==> src/logic/gps_cfg.svh <==
// Constants of the gauge pack status and configuration bank
//
// Contract
// - Seal bit reads 1 sealed, 0 unsealed
// - Discharge-qualified bit follows cycle qualification
// - Safety bit latches until reset only
// - Over-limit bit follows present fault, unlatched
// - Under-limit bit follows present fault, unlatched
// - Cell commands return cell millivolts
// - Flash read at reset, written for history
// - Status word: status low, pack config high
// - Fixed status bit positions, bit 3 zero
`ifndef GPS_CFG_SVH
`define GPS_CFG_SVH

// ==========================================================
// Command codes
`define GPS_CMD_PACK_STATUS 8'h2f
`define GPS_CMD_CELL4 8'h3c
`define GPS_CMD_CELL3 8'h3d
`define GPS_CMD_CELL2 8'h3e
`define GPS_CMD_CELL1 8'h3f

// ==========================================================
// Status byte layout
`define GPS_BIT_AFE 7
`define GPS_BIT_EDV 6
`define GPS_BIT_SEAL 5
`define GPS_BIT_DSG_QUAL 4
`define GPS_BIT_ZERO 3
`define GPS_BIT_SAFETY 2
`define GPS_BIT_OVERLIMIT 1
`define GPS_BIT_UNDERLIMIT 0
`define GPS_STATUS_RESET 8'h00

// ==========================================================
// Configuration flash
`define GPS_FLASH_AW 8
`define GPS_FLASH_DEPTH 256
`define GPS_FLASH_PACK_CFG 8'h28
`define GPS_PACK_CFG_RESET 8'h00

`endif

==> src/logic/gps_pkg.sv <==
// Types shared by the gauge pack status and configuration bank
package gps_pkg;

    // ==========================================================
    // Controller states, one-hot
    typedef enum logic [2:0]
    {
        GPS_ST_LOAD = 3'b001,
        GPS_ST_RUN = 3'b010,
        GPS_ST_IDLE = 3'b100
    } gps_state_type;

    // ==========================================================
    // Carriers
    typedef struct packed
    {
        logic [15:0] cell4;
        logic [15:0] cell3;
        logic [15:0] cell2;
        logic [15:0] cell1;
    } gps_cells_type;

    typedef struct packed
    {
        logic afe_fail;
        logic edv_low;
        logic sealed;
        logic dsg_qualified;
        logic safety_exceeded;
        logic overlimit_fault;
        logic underlimit_fault;
    } gps_faults_type;

    typedef struct packed
    {
        logic valid;
        logic write;
        logic [7:0] code;
    } gps_cmd_type;

    typedef struct packed
    {
        logic we;
        logic [7:0] addr;
        logic [7:0] data;
    } gps_flash_wr_type;

endpackage

==> src/logic/gps_flash_mem.sv <==
// Configuration flash array with registered read data
`timescale 1ns/100ps
`include "gps_cfg.svh"
module gps_flash_mem
    import gps_pkg::*;
(
    input wire logic i_mclk,
    input wire logic i_we,
    input wire logic i_re,
    input wire logic [`GPS_FLASH_AW-1:0] i_addr,
    input wire logic [7:0] i_wdata,
    output logic [7:0] o_rdata
);
    logic [7:0] mem [0:`GPS_FLASH_DEPTH-1];

    // ==========================================================
    // Array write
    always_ff @(posedge i_mclk)
    begin
        if (i_we)
        begin
            mem[i_addr] <= i_wdata;
        end
    end

    // ==========================================================
    // Read port; holds last word when idle
    always_ff @(posedge i_mclk)
    begin
        if (i_re)
        begin
            o_rdata <= mem[i_addr];
        end
    end
endmodule

==> src/logic/gps_status_bank.sv <==
// Pack status flags, cell readback words and configuration flash control
`timescale 1ns/100ps
`include "gps_cfg.svh"
module gps_status_bank
    import gps_pkg::*;
(
    input wire logic i_mclk,
    input wire logic i_reset,
    input wire gps_faults_type i_faults,
    input wire logic i_cell_update,
    input wire gps_cells_type i_cell_mv,
    input wire gps_cmd_type i_cmd,
    input wire gps_flash_wr_type i_hist_wr,
    input wire gps_flash_wr_type i_prog_wr,
    output logic o_rsp_valid,
    output logic o_rsp_ack,
    output logic [15:0] o_rsp_data,
    output logic [7:0] o_pack_state_flags,
    output logic [7:0] o_pack_cfg,
    output logic o_init_done
);
    gps_state_type state;
    gps_state_type next_state;
    gps_cells_type cells;
    logic [7:0] next_flags;
    logic [7:0] flash_rdata;
    logic flash_we;
    logic flash_re;
    logic [`GPS_FLASH_AW-1:0] flash_addr;
    logic [7:0] flash_wdata;
    logic hist_ok;

    // ==========================================================
    // Command decode helpers
    function automatic logic is_cell_cmd(input logic [7:0] code);
        return (code >= `GPS_CMD_CELL4) && (code <= `GPS_CMD_CELL1);
    endfunction

    function automatic logic [15:0] cell_of(input logic [7:0] code, input gps_cells_type c);
        logic [15:0] v;
        v = 16'h0000;
        unique case (code)
            `GPS_CMD_CELL4: v = c.cell4;
            `GPS_CMD_CELL3: v = c.cell3;
            `GPS_CMD_CELL2: v = c.cell2;
            `GPS_CMD_CELL1: v = c.cell1;
            default: v = 16'h0000;
        endcase
        return v;
    endfunction

    // ==========================================================
    // Load sequencer
    always_comb
    begin
        next_state = state;
        unique case (state)
            GPS_ST_LOAD: next_state = GPS_ST_RUN;
            GPS_ST_RUN: next_state = GPS_ST_RUN;
            GPS_ST_IDLE: next_state = GPS_ST_RUN;
            default: next_state = GPS_ST_LOAD;
        endcase
    end

    always_ff @(posedge i_mclk)
    begin
        if (i_reset)
        begin
            state <= GPS_ST_LOAD;
        end
        else
        begin
            state <= next_state;
        end
    end

    // ==========================================================
    // Flash port
    // access limited to reset load, history stores and programmer writes
    // A history store raised on the edge that asserts reset is dropped; programmer writes still land during reset
    assign hist_ok = i_hist_wr.we && (state == GPS_ST_RUN) && !i_reset;
    assign flash_re = (state == GPS_ST_LOAD);
    // The external programmer owns the array; its write wins a collision
    assign flash_we = i_prog_wr.we || hist_ok;
    assign flash_addr = i_prog_wr.we ? i_prog_wr.addr
                      : (flash_re ? `GPS_FLASH_PACK_CFG : i_hist_wr.addr);
    assign flash_wdata = i_prog_wr.we ? i_prog_wr.data : i_hist_wr.data;

    gps_flash_mem u_flash
    (
        .i_mclk(i_mclk),
        .i_we(flash_we),
        .i_re(flash_re),
        .i_addr(flash_addr),
        .i_wdata(flash_wdata),
        .o_rdata(flash_rdata)
    );

    // ==========================================================
    // Pack configuration, taken once per reset
    // high byte copied from flash at load
    always_ff @(posedge i_mclk)
    begin
        if (i_reset)
        begin
            o_pack_cfg <= `GPS_PACK_CFG_RESET;
            o_init_done <= 1'b0;
        end
        else if (state == GPS_ST_LOAD)
        begin
            o_pack_cfg <= flash_rdata;
            o_init_done <= 1'b1;
        end
    end

    // ==========================================================
    // Status flags
    always_comb
    begin
        next_flags = `GPS_STATUS_RESET;
        next_flags[`GPS_BIT_AFE] = i_faults.afe_fail;
        next_flags[`GPS_BIT_EDV] = i_faults.edv_low;
        next_flags[`GPS_BIT_SEAL] = i_faults.sealed;
        next_flags[`GPS_BIT_DSG_QUAL] = i_faults.dsg_qualified;
        next_flags[`GPS_BIT_ZERO] = 1'b0;
        // sticky safety latch, only reset clears
        next_flags[`GPS_BIT_SAFETY] = o_pack_state_flags[`GPS_BIT_SAFETY]
                                    || i_faults.safety_exceeded;
        next_flags[`GPS_BIT_OVERLIMIT] = i_faults.overlimit_fault;
        next_flags[`GPS_BIT_UNDERLIMIT] = i_faults.underlimit_fault;
    end

    always_ff @(posedge i_mclk)
    begin
        if (i_reset)
        begin
            o_pack_state_flags <= `GPS_STATUS_RESET;
        end
        else
        begin
            o_pack_state_flags <= next_flags;
        end
    end

    // ==========================================================
    // Cell voltage words
    // only the measurement strobe and reset change them
    always_ff @(posedge i_mclk)
    begin
        if (i_reset)
        begin
            cells <= '0;
        end
        else if (i_cell_update)
        begin
            cells <= i_cell_mv;
        end
    end

    // ==========================================================
    // Command answers
    // Writes and unknown codes are answered without ack and change nothing
    always_ff @(posedge i_mclk)
    begin
        if (i_reset)
        begin
            o_rsp_valid <= 1'b0;
            o_rsp_ack <= 1'b0;
            o_rsp_data <= 16'h0000;
        end
        else
        begin
            o_rsp_valid <= i_cmd.valid;
            o_rsp_ack <= 1'b0;
            o_rsp_data <= 16'h0000;
            if (i_cmd.valid && !i_cmd.write && state == GPS_ST_RUN)
            begin
                // status low byte, config high byte
                if (i_cmd.code == `GPS_CMD_PACK_STATUS)
                begin
                    o_rsp_ack <= 1'b1;
                    o_rsp_data <= {o_pack_cfg, o_pack_state_flags};
                end
                else if (is_cell_cmd(i_cmd.code))
                begin
                    o_rsp_ack <= 1'b1;
                    o_rsp_data <= cell_of(i_cmd.code, cells);
                end
            end
        end
    end
endmodule

==> config.mk <==
export PLATFORM = sky130hd
export DESIGN_NAME = gps_status_bank
export DESIGN_NICKNAME = d
export VERILOG_FILES = /design/src/logic/gps_pkg.sv /design/src/logic/gps_flash_mem.sv /design/src/logic/gps_status_bank.sv
export VERILOG_INCLUDE_DIRS = /design/src /design/src/logic
export SDC_FILE = /design/constraint.sdc
export NUM_CORES = 2
export LEC_CHECK = 0
export BUFFER_PORTS_ARGS = -buffer_cell sky130_fd_sc_hd__buf_2
export CORE_MARGIN = 5
export CORE_UTILIZATION = 45
export CTS_BUF_LIST = sky130_fd_sc_hd__clkbuf_4
export DETAILED_ROUTE_END_ITERATION = 10
export PLACE_DENSITY = 0.57
export RECOVER_POWER = 100
export SLEW_MARGIN = 30
export SYNTH_ARGS = -nofsm -noshare
export SYNTH_HDL_FRONTEND = slang
export SYNTH_SLANG_ARGS = --single-unit
==> constraint.sdc <==
create_clock -name i_mclk -period 5.75 [get_ports i_mclk]
set_input_delay 0.575 -clock i_mclk [delete_from_list [all_inputs] [get_ports i_mclk]]
set_output_delay 0.575 -clock i_mclk [all_outputs]
set_load 0.05 [all_outputs]
# Word level (Yosys, flattened, before mapping)
# Memories as Yosys holds them, arrays and structs flattened. A register that Yosys moved wholly into a read port is not among the register bits.
# Cells that the tools add are included.
# W data, S select, Z words.
dict set report word_totals {
  ff_bits 102
  latchBits 0
  mem_bits_rw 2048
  rom_bits 0
  output_inout_bits 35
  wordCells 46
  n_memories 1
}
dict set report op_classes {
  add_sub_neg 0
  multipliers 0
  div_mod_pow 0
  order_cmp 2
  n_eq_ne 8
  n_shift 0
  muxes 11
  bitwise 1
  n_reduce_logical 11
}
# memory depth word_bits rd rd_clocked_by_memory_dff wr line_no
set memory_table {}
lappend memory_table {u_flash.mem 256 8 1 1 1 gps_flash_mem.sv:14} ;# logic [7:0] mem [0:`GPS_FLASH_DEPTH-1];
# operator count
set ops {}
lappend ops {{$pmux W16 S4} 1}
lappend ops {{$eq A8 B6 Y1 const B} 5}
lappend ops {{$mux W16} 2}
lappend ops {{$mux W8} 3}
lappend ops {{$ge A8 B6 Y1 const B} 1}
lappend ops {{$le A8 B6 Y1 const B} 1}
lappend ops {{$logic_and A1 B1 Y1} 5}
lappend ops {{$mux W1} 4}
lappend ops {{$eq A3 B1 Y1 const B} 1}
lappend ops {{$eq A3 B2 Y1 const B} 1}
lappend ops {{$eq A3 B3 Y1 const B} 1}
lappend ops {{$reduce_or A3 Y1} 1}
lappend ops {{$logic_not A1 Y1} 2}
lappend ops {{$logic_or A1 B1 Y1} 2}
lappend ops {{$mux W2} 1}
lappend ops {{$reduce_or A2 Y1} 1}
lappend ops {{$not A1 Y1} 1}

# Longest topological paths before layout
dict set report depth {
  depth_word 6
  mapped_depth 13
  ltp_nobuf 9
}

# Modules after synthesis
# Synthesis repeated with hierarchy kept, for this count alone.
dict set report unflattened {
  hier_cells 3936
  area_unflattened_um2 82674.3
}
# mod instances cells_per_inst area_per_inst_um2 seq_area_each_um2
set modules_own_cells {}
lappend modules_own_cells {gps_flash_mem 1 3547 78572.9 61739.2}
lappend modules_own_cells {gps_status_bank 1 389 4101.4 2001.9}

# Worst setup path after synthesis
# OpenSTA, ideal clock, no wires.
dict set report synth_path {
  path_type {input port to flip-flop}
  startpoint {in i_prog_wr[16] (netlist name)}
  endpoint {mem u_flash.mem[0][0], data pin}
  setup_ns 0.556
  t_arrival_ns 3.161
  t_required_ns 5.194
  path_slack_ns 2.034
  cell_stages 4
  path_cell_list {buf_2 > buf_2 > buf_1 > mux2_2}
}
dict set report synth_between {
  elab_chain_len 1
}
# element line_no
set synth_lines {}
lappend synth_lines {{from (decl)} gps_status_bank.sv:14} ;# input wire gps_flash_wr_type i_prog_wr,
lappend synth_lines {{$mux W8} gps_status_bank.sv:87} ;# assign flash_wdata = i_prog_wr.we ? i_prog_wr.data : i_hist_wr.data;
lappend synth_lines {{via flash_wdata[0]} gps_status_bank.sv:30} ;# logic [7:0] flash_wdata;
lappend synth_lines {{to (decl)} gps_flash_mem.sv:14}
# The timed path passes the listed nets, and every way through them passes these cells.

# Worst setup path in the final report
dict set report layout_path {
  startpoint {reg state[1]}
  endpoint {reg u_flash.o_rdata[1], read port of u_flash.mem, data pin}
}
dict set report layout_between {
  elab_chain_len 3
}
# element line_no
set layout_lines {}
lappend layout_lines {{from (decl)} gps_status_bank.sv:22} ;# gps_state_type state;
lappend layout_lines {{from (signal assigned)} gps_status_bank.sv:73} ;# state <= next_state;
lappend layout_lines {{$eq A3 B1 Y1 (*)} gps_status_bank.sv:82} ;# assign flash_re = (state == GPS_ST_LOAD);
lappend layout_lines {{$mux W8} gps_status_bank.sv:86} ;# : (flash_re ? `GPS_FLASH_PACK_CFG : i_hist_wr.addr);
lappend layout_lines {{$mux W8} gps_status_bank.sv:85} ;# assign flash_addr = i_prog_wr.we ? i_prog_wr.addr
lappend layout_lines {{to (decl)} gps_flash_mem.sv:12} ;# output logic [7:0] o_rdata
# Every way passes the cells marked *; elsewhere a longest branch is shown, timed or not.
# A chain may end at the register's enable or synchronous reset.

==> implementation parameters <==
Parameter                              Value

STA
  Final hold viol count    0
  Relative slew margins    -212%
  Final setup vio count    0
  Transition at the pin with the smallest max-transition slack    about 4.7 ns
  Min Clock Period, post-route    5.45 ns
  Setup repair after global routing missed its margin    no
  Skew final    0.127 ns
  Achievable frequency    184 MHz
  Max Transition Viols Final    1073
  Setup ws final    a little over 0.3 ns
  Final-layout setup total negative slack    0 ns
  Final worst-path cycle share    between 90% and 100%

Global routing
  Global-route wire length before repair    337000 um
  Initial antenna violation count    11
  Number of global-route vias before repair    49600
  Overflow left after global routing    0
  Maximum number of pins on one net before global-route repair    151
  Total global routing track utilization    roughly 24%

CTS
  Deepest clock path buffer count    4
  Clock-pin slew of the registers on the worst-case setup and hold paths    0.06 ns
  Cts hold-fix bufs    204
  Postcts setup bufs    0
  TritonCTS clock tree    yes
  Cell at the root of the clock tree    clkbuf_4
  Number of sinks driven by the clock tree    ~2200
  TritonCTS buffer count    572
  H-tree levels    6
  Later-pin clock latency in the skew report    about 1.4 ns
  Resize count post-CTS    0

Setup path
  Crit path cell chain    inv_1, ha_1, nand2b_1, o32ai_1, buf_6, buf_6, buf_12, a22oi_1, a21oi_1, o41ai_2, a41oi_1, a2111o_1
  Arrival @ worst endpoint    6.66 ns
  Critical R2R Launch    state[1]$_SDFF_PP0_
  Critical path buffers and inverters    4
  Sort of element at the end of the critical path    flop
  Critical path startpoint category    flop
  Peak per-stage delay on the critical path    1.34 ns
  Endpoint of the most critical register-to-register path    u_flash.o_rdata[1]$_DFFE_PP_
  Family with the most delay on the worst path    compound AO/OA/AOI/OAI gates
  Cell seen most often among critical-path stages    buf_6
  Type of the setup path with the least slack    reg2reg
  WP data required    a little under 7 ns
  Worst-path fanout max    63
  Worst path slowest cell    o32ai_1
  Flop2flop setup slack    0.30 ns
  Reg2reg path depth    12

Placed design
  Dpl cells    7067
  Area after detailed placement    0.0845 mm^2
  # port buffers    between 150 and 200
  Pre-CTS setup slack    roughly 0.16 ns
  Gpl congestion    about 0.82
  Detailed-placement wirelength estimate    132000 um

Min path
  Launch instance of the worst min-delay path    i_prog_wr[1]
  Hold Crit Endpoint    u_flash.mem[213][1]$_DFFE_PP_
  Hold path depth    2
  Class of the most critical hold timing path    in2reg

Logic synthesis
  Cell type with the largest total area after synthesis    edfxtp_1
  Sequential element share of the synthesized area    79.4%
  Synth async-reset ratio    0%
  Number of warning messages in the yosys log    0
  Number of distinct library cells after synthesis    between 40 and 50
  Post-synth net total    4901
  Ranking of synthesized cells by area    edfxtp_1 (77%), a22oi_1 (9.6%), a21oi_1 (3.2%)
  Ranking of synthesized cells by instance count    edfxtp_1 (2056), a22oi_1 (1024), a21oi_1 (515), nor2_1 (338), clkbuf_1 (239)
  Most frequently used cell type in the post-synthesis netlist    edfxtp_1
  Post-Syn Area    0.0803 mm^2
  Synthesized instance count    4781
  FF+latch count, synth    2156
  Flip-flop cell with the highest count after synthesis    edfxtp_1
  Number of synthesized flops with an enable pin    2056
  Proportion of netlist area held by the largest area contributor    a little under 80%
  Post-synthesis area per instance    16.8 um^2

Layout
  Number of fillers in the final layout    14600
  Synth-to-Final Area Change    15.8%
  Final cell utilization of the core    52.2%
  Non-Filler Instances    a little over 8000
  Post-route standard cell area excluding fillers    between 0.09 and 0.1 mm^2
  Count of nets after finishing    about 5600
  Fraction of final layout cells sized beyond drive strength 1    a little under a fifth

Floorplan
  Die area    0.187 mm^2
  Height of the chip    432 um
  Number of placement rows    155
  Placeable core area    0.178 mm^2
  Initial Utilization    45.1%
  Chip Width    around 430 um
  I/O pin total    about 150

Routing
  Via/cell ratio    6.02
  Number of design rule violations left after detail routing    0
  Detailed-route wire length    about 230000 um
  Average detailed-routed wire length per instance    28.5 um
  Total via count after detailed routing    about 49000
  Count of routing violations after the opening detailed-route iteration    approximately 5400
  Remaining antenna violation count after routing    0
  Number of detailed-route iterations in the first pass    6

Outcome
  Outcome    finished with violations
  Violated checks    capacitance limit, slew limit

Job
  Max cap viols    18

Power
  Leakage    0.0293 uW
  Power density relative to cell area    374 mW/mm^2
  Peak VDD IR    0.000164 V
[state kept, by name, summed over array words and instances, names as in the netlist]
signal and cells:
cells 64, o_init_done 1, o_pack_cfg 8, o_pack_state_flags 7, o_rsp_ack 1, o_rsp_data 16
o_rsp_valid 1, state 2, u_flash.mem 2048, u_flash.o_rdata 8
[worst register-to-register path, delay by kind of cell (launching register included)]
kind	cells	cell delay, ns
fa+ha+maj	1	0.44
simple gates	1	0.33
flops	1	0.33
buf+inv	4	1.26
compound gates	6	2.95
[power breakdown]
group / switching, uW / internal (uW) / leakage (uW)
Sequential: 147 / 17500 / 0.0193
Clock: 6060 / 6900 / 0.00408
Combinational: 2980 / 1170 / 0.00594
[worst max-delay path by stage]
stage                         from                           end  slack [ns]  cells after the start
3_5_place_dp         i_prog_wr[16]  u_flash.o_rdata[5]$_DFFE_PP_        0.16                     11
5_1_grt        state[1]$_SDFF_PP0_  u_flash.o_rdata[1]$_DFFE_PP_        0.30                     12
3_3_place_gp         i_prog_wr[16]  u_flash.o_rdata[5]$_DFFE_PP_        0.22                     11
6_report       state[1]$_SDFF_PP0_  u_flash.o_rdata[1]$_DFFE_PP_        0.30                     12
2_1_floorplan        i_prog_wr[16]   u_flash.mem[0][0]$_DFFE_PP_        2.03                      4
4_1_cts        state[1]$_SDFF_PP0_  u_flash.o_rdata[5]$_DFFE_PP_        0.67                     11
[layout by cell type (no fill, tap or decap), types with 3 or more instances in the layout]
cell type / instances
nand2_1: 22
o41ai_1: 114
buf_12: 40
clkinv_1: 80
a21oi_1: 514
dlygate4sd3_1: 205
bufinv_16: 12
a2111o_1: 8
o21a_4: 3
diode_2: 9
a41oi_1: 23
inv_1: 7
nor2_1: 338
buf_4: 66
o21ai_4: 3
inv_2: 14
nor2b_1: 7
clkbuf_2: 9
clkinvlp_4: 3
o21ai_0: 5
clkbuf_4: 801
nand3b_1: 9
clkbuf_1: 72
a22oi_1: 1024
mux2i_1: 72
nand4_1: 8
o41ai_2: 14
mux4_2: 16
nand2b_1: 7
edfxtp_1: 2056
mux2_1: 7
dfxtp_1: 100
nand3_1: 14
buf_2: 112
a32o_1: 15
clkinv_2: 8
[kinds of logic (layout without fill, tap and decap cells)]
group	after synthesis	count (layout)	synth area share, %
AOI/OAI and AO/OA	1738	1738	15.0
other	1	10	0.00467
adders and majority gates	2	2	0.0312
buffers and inverters	374	1434	1.97
muxes	96	96	1.46
DFF	2156	2156	79.4
and+or+nand+nor	414	414	2.10
[final cells by class]
type	instances	area (um^2)	share of cell area (%)
Timing Repair Buffer	506	4250	4.57
Clock inverter	120	802	0.863
Multi-Input combinational cell	2251	15200	16.3
Sequential cell	2156	63700	68.6
Clock buffer	801	6010	6.47
Tap cell	2355	2950	3.17
Antenna cell	9	22.5	0.0242
Inverter	7	26.3	0.0283
[layer usage]
metal | GRT usage [%] | part of all wire [%] | up-vias
met2 | 38.1 | 47 | 2514
met5 | 0 | 0.018 | -
met3 | 5.85 | 8.7 | 411
met4 | 8.80 | 3.0 | 6
met1 | 33.8 | 41 | 25000
li1 | - | - | 21400
[metrics by stage]
step	hold WS [ns]	power, uW
6_report	0.190	34800
5_1_grt	0.113	36200
4_1_cts	0.0145	35000
3_5_place_dp	0.456	22000
3_3_place_gp	0.453	21900
2_1_floorplan	0.455	20100
No activity file was read; power rests on OpenSTA's default activity.
